File: src/sleep_entry_pkg.sv
// Constants for the two-wire memory sleep-entry block.
// Assumes a 250 MHz system clock; bus pins arrive asynchronously.
package sleep_entry_pkg;
  localparam logic [7:0] SLEEP_FINAL_ADDR = 8'h86;
  localparam logic [3:0] ACK_EDGE = 4'h9;
  localparam int CLK_PERIOD_NS = 4;
  localparam int WAKE_TIME_US = 400;
  // Longest time rounds down to whole cycles
  localparam int WAKE_CYCLES = (WAKE_TIME_US * 1000) / CLK_PERIOD_NS;
endpackage

File: src/sleep_entry.sv
// Target-side sleep entry and wake recovery for a two-wire memory.
// Assumes an external controller; the sleep sequence earlier bytes are
// reported by the surrounding target logic through sleepArmed.
module sleep_entry
  import sleep_entry_pkg::*;
#(
  parameter int WAKE_CYCLES_P = WAKE_CYCLES
)
(
  input wire logic clk,
  input wire logic resetn,
  input wire logic sclIn,
  input wire logic sdaIn,
  output logic sdaOut,
  output logic sdaOe,
  input wire logic sleepArmed,
  input wire logic wakeReq,
  output logic asleep,
  output logic ready,
  output logic stopSeen,
  output logic startSeen
);
  // ------------------------------------------------------------
  // Pin sampling
  // ------------------------------------------------------------
  logic scl;
  logic sda;
  logic sclPrev_reg;
  logic sdaPrev_reg;

  pin_sync u_sync (
    .clk(clk),
    .resetn(resetn),
    .sclIn(sclIn),
    .sdaIn(sdaIn),
    .sclSync(scl),
    .sdaSync(sda)
  );

  always_ff @(posedge clk or negedge resetn)
  begin
    if (!resetn)
    begin
      sclPrev_reg <= 1'b1;
      sdaPrev_reg <= 1'b1;
    end
    else
    begin
      sclPrev_reg <= scl;
      sdaPrev_reg <= sda;
    end
  end

  logic sclRise;
  logic sclFall;
  logic startDet;
  logic stopDet;
  assign sclRise = scl && !sclPrev_reg;
  assign sclFall = !scl && sclPrev_reg;
  assign startDet = scl && sclPrev_reg && sdaPrev_reg && !sda;
  assign stopDet = scl && sclPrev_reg && !sdaPrev_reg && sda;

  // ------------------------------------------------------------
  // Byte framing
  // ------------------------------------------------------------
  typedef enum logic [3:0] {
    ST_IDLE  = 4'b0001,
    ST_SHIFT = 4'b0010,
    ST_ACK   = 4'b0100,
    ST_SLEEP = 4'b1000
  } state_e;

  state_e state_reg;
  logic [3:0] bitCnt_reg;
  logic [7:0] shift_reg;
  logic [$clog2(WAKE_CYCLES_P+1)-1:0] wakeCnt_reg;
  logic waking_reg;

  always_ff @(posedge clk or negedge resetn)
  begin
    if (!resetn)
    begin
      state_reg <= ST_IDLE;
      bitCnt_reg <= 4'h0;
      shift_reg <= 8'h00;
      sdaOe <= 1'b0;
    end
    else if (state_reg == ST_SLEEP)
    begin
      sdaOe <= 1'b0;
      if (wakeReq)
        state_reg <= ST_IDLE;
    end
    else if (startDet)
    begin
      state_reg <= ST_SHIFT;
      bitCnt_reg <= 4'h0;
      sdaOe <= 1'b0;
    end
    else if (stopDet)
    begin
      state_reg <= ST_IDLE;
      sdaOe <= 1'b0;
    end
    else
    begin
      unique case (state_reg)
        ST_IDLE:
          sdaOe <= 1'b0;
        ST_SHIFT:
        begin
          if (sclRise)
          begin
            shift_reg <= {shift_reg[6:0], sda};
            bitCnt_reg <= bitCnt_reg + 4'h1;
          end
          if (sclFall && bitCnt_reg == 4'h8)
          begin
            if (sleepArmed && shift_reg == SLEEP_FINAL_ADDR)
            begin
              sdaOe <= 1'b1;
              state_reg <= ST_ACK;
            end
            else
              state_reg <= ST_IDLE;
          end
        end
        ST_ACK:
          if (sclRise)
          begin
            // Ninth rising edge: hand over to sleep; release follows at once,
            // which is why the line may rise with the clock high
            state_reg <= ST_SLEEP;
            sdaOe <= 1'b0;
          end
        default:
          state_reg <= ST_IDLE;
      endcase
    end
  end

  assign sdaOut = 1'b0;
  assign asleep = (state_reg == ST_SLEEP);

  // ------------------------------------------------------------
  // Wake recovery
  // ------------------------------------------------------------
  always_ff @(posedge clk or negedge resetn)
  begin
    if (!resetn)
    begin
      waking_reg <= 1'b0;
      wakeCnt_reg <= '0;
    end
    else if (state_reg == ST_SLEEP && wakeReq)
    begin
      waking_reg <= 1'b1;
      wakeCnt_reg <= '0;
    end
    else if (waking_reg)
    begin
      // Ending one count early brings ready back exactly WAKE_CYCLES_P cycles after the request, right on the limit
      if (wakeCnt_reg == ($bits(wakeCnt_reg))'(WAKE_CYCLES_P - 1))
        waking_reg <= 1'b0;
      else
        wakeCnt_reg <= wakeCnt_reg + 1'b1;
    end
  end

  assign ready = !asleep && !waking_reg;

  always_ff @(posedge clk or negedge resetn)
  begin
    if (!resetn)
    begin
      stopSeen <= 1'b0;
      startSeen <= 1'b0;
    end
    else
    begin
      stopSeen <= stopDet;
      startSeen <= startDet;
    end
  end

  // ------------------------------------------------------------
  // Checks
  // ------------------------------------------------------------
  property p_ack_release;
    @(posedge clk) disable iff (!resetn)
      (state_reg == ST_ACK && sclRise) |=> (!sdaOe && asleep);
  endproperty
  a_ack_release: assert property (p_ack_release) else $error("ack not released");

  property p_sleep_start;
    @(posedge clk) disable iff (!resetn)
      $rose(asleep) |-> $past(sclRise) && $past(state_reg == ST_ACK);
  endproperty
  a_sleep_start: assert property (p_sleep_start) else $error("bad sleep entry");

  property p_sleep_release;
    @(posedge clk) disable iff (!resetn)
      asleep |-> !sdaOe;
  endproperty
  a_sleep_release: assert property (p_sleep_release) else $error("drive in sleep");

  property p_stop_flag;
    @(posedge clk) disable iff (!resetn)
      (scl && $past(scl) && sda && !$past(sda)) |=> stopSeen;
  endproperty
  a_stop_flag: assert property (p_stop_flag) else $error("stop missed");

  // Cycles since a wake request while not ready; the recovery span is far too
  // long for a delay range, so a counter carries the bound instead
  logic [$clog2(WAKE_CYCLES_P+2)-1:0] wakeWatch_reg;

  always_ff @(posedge clk or negedge resetn)
  begin
    if (!resetn)
      wakeWatch_reg <= '0;
    else if (asleep && wakeReq)
      wakeWatch_reg <= ($bits(wakeWatch_reg))'(1);
    else if (wakeWatch_reg != '0 && !ready)
      wakeWatch_reg <= wakeWatch_reg + 1'b1;
    else
      wakeWatch_reg <= '0;
  end

  property p_wake_hold;
    @(posedge clk) disable iff (!resetn)
      (asleep && wakeReq) |=> !ready;
  endproperty
  a_wake_hold: assert property (p_wake_hold) else $error("ready before recovery");

  property p_wake_bound;
    @(posedge clk) disable iff (!resetn)
      wakeWatch_reg <= ($bits(wakeWatch_reg))'(WAKE_CYCLES_P + 1);
  endproperty
  a_wake_bound: assert property (p_wake_bound) else $error("wake too slow");

  c_ack: cover property (@(posedge clk) disable iff (!resetn) state_reg == ST_ACK);
  c_sleep: cover property (@(posedge clk) disable iff (!resetn) $rose(asleep));
  c_stop: cover property (@(posedge clk) disable iff (!resetn) asleep && stopDet);
  c_wake: cover property (@(posedge clk) disable iff (!resetn) $rose(ready));
endmodule // sleep_entry

File: src/pin_sync.sv
// Two-flop synchroniser for the bus pins.
// Assumes the inputs are asynchronous to clk.
module pin_sync
  import sleep_entry_pkg::*;
(
  input wire logic clk,
  input wire logic resetn,
  input wire logic sclIn,
  input wire logic sdaIn,
  output logic sclSync,
  output logic sdaSync
);
  logic [1:0] sclStage_reg;
  logic [1:0] sdaStage_reg;

  always_ff @(posedge clk or negedge resetn)
  begin
    if (!resetn)
    begin
      sclStage_reg <= 2'h3;
      sdaStage_reg <= 2'h3;
    end
    else
    begin
      sclStage_reg <= {sclStage_reg[0], sclIn};
      sdaStage_reg <= {sdaStage_reg[0], sdaIn};
    end
  end

  assign sclSync = sclStage_reg[1];
  assign sdaSync = sdaStage_reg[1];
endmodule // pin_sync

File: config.mk
export PLATFORM = sky130hd
export DESIGN_NAME = sleep_entry
export DESIGN_NICKNAME = d
export VERILOG_FILES = /design/src/sleep_entry_pkg.sv /design/src/sleep_entry.sv /design/src/pin_sync.sv
export SDC_FILE = /design/constraint.sdc
export NUM_CORES = 1
export LEC_CHECK = 0
export BUFFER_PORTS_ARGS = -buffer_cell sky130_fd_sc_hd__buf_2
export CAP_MARGIN = 20
export CORE_MARGIN = 5
export CORE_UTILIZATION = 34
export DETAILED_ROUTE_END_ITERATION = 7
export PLACE_DENSITY_LB_ADDON = 0.25
export SLEW_MARGIN = 20
export SYNTH_ARGS = -nofsm -noshare
export SYNTH_HDL_FRONTEND = slang
export SYNTH_SLANG_ARGS = --single-unit
File: constraint.sdc
create_clock -name clk -period 5.34 [get_ports clk]
set_input_delay 0.801 -clock clk [delete_from_list [all_inputs] [get_ports clk]]
set_output_delay 0.801 -clock clk [all_outputs]
set_load 0.1 [all_outputs]
==> metrics.log <==
[metrics] final clock period utilization by the worst path: 46.9%
[metrics] flip-flop count of the largest register, all copies and words added: 17
[metrics] clock tree from TritonCTS: built
[metrics] pin count of the biggest net entering global routing: 44
[metrics] All-Layer GR Usage: 11.4%
[metrics] max-cap check violation count: 0
[metrics] fraction of final layout cells sized beyond drive strength 1: 14.2%
[metrics] fraction of synthesized cell area taken by the top area cell type: 43.8%
[metrics] wire length of the first global-routing pass: 6.87 mm
[metrics] area of the mapped netlist: 2050 sq um
[metrics] hold buffer count at cts: 0
[metrics] Worst Hold Class: flop to flop
[metrics] Final Setup Violations: 0
[metrics] Final min period: 2.51 ns
[metrics] crit end category: primary output
[metrics] clock slew seen by the registers of the worst setup and hold paths: 0.09 ns
[metrics] DR vias/cell: 5.26
[metrics] Worst Setup Start Kind: flop
[metrics] maximum vdd ir drop: 0.158 mV
[metrics] Die H: 87.7 microns
[metrics] post-detailed-placement cell area: 2170 sq um
[metrics] horizontal extent of the die: 87.7 microns
[metrics] maximum number of buffers from clock root to sink: 2
[metrics] final total negative setup slack: 0 ns
[metrics] Placeable Area: 5890 sq um
[metrics] final net count: 212
[metrics] register bit total from synthesis: 43
[metrics] top cells by area, synth: sky130_fd_sc_hd__dfrtp_1 44%, sky130_fd_sc_hd__dfstp_2 9.0%, sky130_fd_sc_hd__mux2_1 4.4%
[metrics] leakage power: 1.04 nW
[metrics] CTS resizes: 0
[metrics] clock latency of the later-clocked register in the worst-skew pair: 0.30 ns
[metrics] max-slew violation count: 0
[metrics] initial DRC count: 57
[metrics] relative slew slack: 38.1%
[metrics] top achievable clock speed: 399 MHz
[metrics] grt ovf: 0
[metrics] fill cell total of the finished layout: 583
[metrics] Post-route DRC: 0
[metrics] top layer used by detailed routing: met4
[metrics] Yosys Warn Count: 0
[metrics] CTS H-tree depth: 2
[metrics] sink count of the clock tree: 43
[metrics] vias in the first global route: 1443
[metrics] top cell type by total area after synthesis: sky130_fd_sc_hd__dfrtp_1
[metrics] power after layout: 0.608 mW
[metrics] unrepaired setup endpoints after global routing: false
[metrics] wire length on met1: 1.95 mm
[metrics] type of the worst setup path: flop to primary output
[metrics] Worst EP required: 4.54 ns
[metrics] CTS Buf Count: 5
[metrics] share of synthesized area occupied by flip-flops and latches: 52.8%
[metrics] TritonRoute pass-1 iters: 4
[metrics] DR WL met2: 1.70 mm
[metrics] Reg area: 1080 sq um
[metrics] number of antenna violations at the first check in global routing: 0
[metrics] routability-driven placement congestion ratio: 0.808
[metrics] area enclosed by the die boundary: 7700 sq um
[metrics] area taken by multi-input logic gates: 918 sq um
[metrics] total half-perimeter wirelength after legalization and detailed placement: 2.69 mm
[metrics] routed wire length: 3.81 mm
[metrics] worst slew pin tran: 0.928 ns
[metrics] area growth from synthesis to layout: 11.3%
[metrics] count of buffers added by post-CTS timing repair for setup: 0
[metrics] wire length per cell: 13.6 microns
[metrics] syn avg cell area: 10.8 sq um
[metrics] met3 wire length: 103 microns
[metrics] synthesized instance count: 191
[metrics] vias after detailed routing: 1467
[metrics] io pins: 12
[metrics] initial standard-cell utilization of the core: 34.9%
[metrics] total power density per cell area: 266 nW/um^2
[metrics] count of final hold-check violations: 0
[metrics] Arr. time, crit path: 1.71 ns
[metrics] Fin Clk Skew: 0.00662 ns
[metrics] number of nets with antenna violations after routing: 0
[metrics] clock tree root buffer cell: sky130_fd_sc_hd__clkbuf_8
[metrics] largest fanout of any net on the critical path: 8
[metrics] net count after synthesis: 200
[metrics] antenna cell count: 0
[metrics] synth unique cells: 46
[metrics] number of enable-type register cells in the synthesized netlist: 0
[metrics] ys flop type: sky130_fd_sc_hd__dfrtp_1
[metrics] post-route cell area: 2290 sq um
[metrics] Port Buffers: 10
[metrics] outcome: finished clean
[metrics] FFs w/ async S/R, synth: 100%
[metrics] number of core rows: 28
==> cell usage after synthesis (2+ instances only) <==
cell	instances
sky130_fd_sc_hd__nand4_1	6
sky130_fd_sc_hd__dfstp_2	7
sky130_fd_sc_hd__xor2_1	5
sky130_fd_sc_hd__o21ai_1	5
sky130_fd_sc_hd__or3_1	6
sky130_fd_sc_hd__o21ai_0	4
sky130_fd_sc_hd__and3_1	3
sky130_fd_sc_hd__or4_1	5
sky130_fd_sc_hd__clkbuf_1	2
sky130_fd_sc_hd__o31ai_1	3
sky130_fd_sc_hd__and2_1	4
sky130_fd_sc_hd__nand3_1	9
sky130_fd_sc_hd__o22ai_1	2
sky130_fd_sc_hd__mux2_1	8
sky130_fd_sc_hd__nor2_1	9
sky130_fd_sc_hd__nand3b_1	3
sky130_fd_sc_hd__ha_1	3
sky130_fd_sc_hd__inv_1	6
sky130_fd_sc_hd__o211ai_1	2
sky130_fd_sc_hd__mux2i_1	2
sky130_fd_sc_hd__a21oi_1	16
sky130_fd_sc_hd__buf_2	2
sky130_fd_sc_hd__nor4_1	2
sky130_fd_sc_hd__nand2b_1	3
sky130_fd_sc_hd__and4_1	3
sky130_fd_sc_hd__nand2_1	15
sky130_fd_sc_hd__nor2b_1	2
sky130_fd_sc_hd__dfrtp_1	36
==> cells in the final DEF (no fill, tap or decap), types with 2 or more instances in the layout <==
cell type                  Yosys  routed
sky130_fd_sc_hd__dfrtp_1      36      36
sky130_fd_sc_hd__a21oi_1      16      16
sky130_fd_sc_hd__nand2_1      15      15
sky130_fd_sc_hd__buf_2         2      10
sky130_fd_sc_hd__nor2_1        9       9
sky130_fd_sc_hd__nand3_1       9       9
sky130_fd_sc_hd__mux2_1        8       8
sky130_fd_sc_hd__dfstp_2       7       7
sky130_fd_sc_hd__inv_1         6       6
sky130_fd_sc_hd__nand4_1       6       6
sky130_fd_sc_hd__or3_1         6       6
sky130_fd_sc_hd__o21ai_1       5       5
sky130_fd_sc_hd__or4_1         5       5
sky130_fd_sc_hd__xor2_1        5       5
sky130_fd_sc_hd__clkbuf_8      0       5
sky130_fd_sc_hd__and2_1        4       4
sky130_fd_sc_hd__o21ai_0       4       4
sky130_fd_sc_hd__nand2b_1      3       3
sky130_fd_sc_hd__nand3b_1      3       3
sky130_fd_sc_hd__and4_1        3       3
sky130_fd_sc_hd__and3_1        3       3
sky130_fd_sc_hd__o31ai_1       3       3
sky130_fd_sc_hd__ha_1          3       3
sky130_fd_sc_hd__nor2b_1       2       2
sky130_fd_sc_hd__o22ai_1       2       2
sky130_fd_sc_hd__o211ai_1      2       2
sky130_fd_sc_hd__nor4_1        2       2
sky130_fd_sc_hd__mux2i_1       2       2
==> per-stage QoR <==
| step | cells | hold WS (ns) | utilization, % | worst slack (ns) |
|---|---|---|---|---|
| after floorplan | 191 | 0.345 | - | 2.28 |
| after global placement | 271 | 0.346 | 36.9 | 3.21 |
| after detailed placement | 271 | 0.347 | 36.9 | 3.16 |
| after CTS | 279 | 0.359 | 38.8 | 2.81 |
| after global routing | 279 | 0.363 | 38.8 | 2.71 |
| final | 279 | 0.359 | 38.8 | 2.83 |
==> logic make-up (layout without fill, tap and decap cells) <==
kind of cell	count (synthesis)	after routing	synth area share [%]
AO/OA/AOI/OAI	36	36	11.3
XOR/XNOR	6	6	2.56
adder cells (fa/ha/maj)	3	3	1.83
buffers and inverters	12	25	2.50
flip-flops	43	43	52.8
multiplexers	10	10	5.36
other	1	1	0.183
AND/OR/NAND/NOR	80	80	23.5
==> final cells by class <==
| cell class | instances | area share (%) |
|---|---|---|
| clock buffer | 5 | 3.01 |
| clock inverter | 3 | 1.92 |
| inverter | 7 | 1.15 |
| multi-input combinational | 136 | 40.2 |
| sequential | 43 | 47.5 |
| tap | 75 | 4.11 |
| timing repair buffer | 10 | 2.19 |
==> final timing paths <==
kind | start | endpoint | slack (ns) | depth (start not counted)
worst max-delay path | state_reg[0] | ready | 2.83 | 5
worst min-delay path | u_sync.sdaStage_reg[0] | u_sync.sdaStage_reg[1] | 0.36 | 0
worst max register to register | state_reg[0] | wakeCnt_reg[11] | 3.39 | 6
worst min register to register | u_sync.sdaStage_reg[0] | u_sync.sdaStage_reg[1] | 0.36 | 0
max in group asynchronous | resetn | wakeCnt_reg[1] | 4.12 | 1
min in group asynchronous | resetn | shift_reg[5] | 0.63 | 1
==> metal layers <==
layer  track usage, %  vias up
met1             15.6      712
met4             4.60        0
met2             17.1       20
met3             2.82        6
li1                 -      729
met5                0        -
==> report_power, final <==
part	leakage, nW	internal, mW	switching [mW]
clock network	0.0581	0.139	0.115
registers	0.561	0.331	0.00275
logic	0.419	0.00414	0.0162
total	1.04	0.474	0.134
==> critical path, cell delays in order, from the launching register on <==
cell	delay, ns
sky130_fd_sc_hd__dfstp_2	0.58
sky130_fd_sc_hd__nor2_1	0.08
sky130_fd_sc_hd__nand2_1	0.11
sky130_fd_sc_hd__inv_2	0.10
sky130_fd_sc_hd__nor2_1	0.10
sky130_fd_sc_hd__buf_2	0.43
No activity file was read; power rests on OpenSTA's default activity.
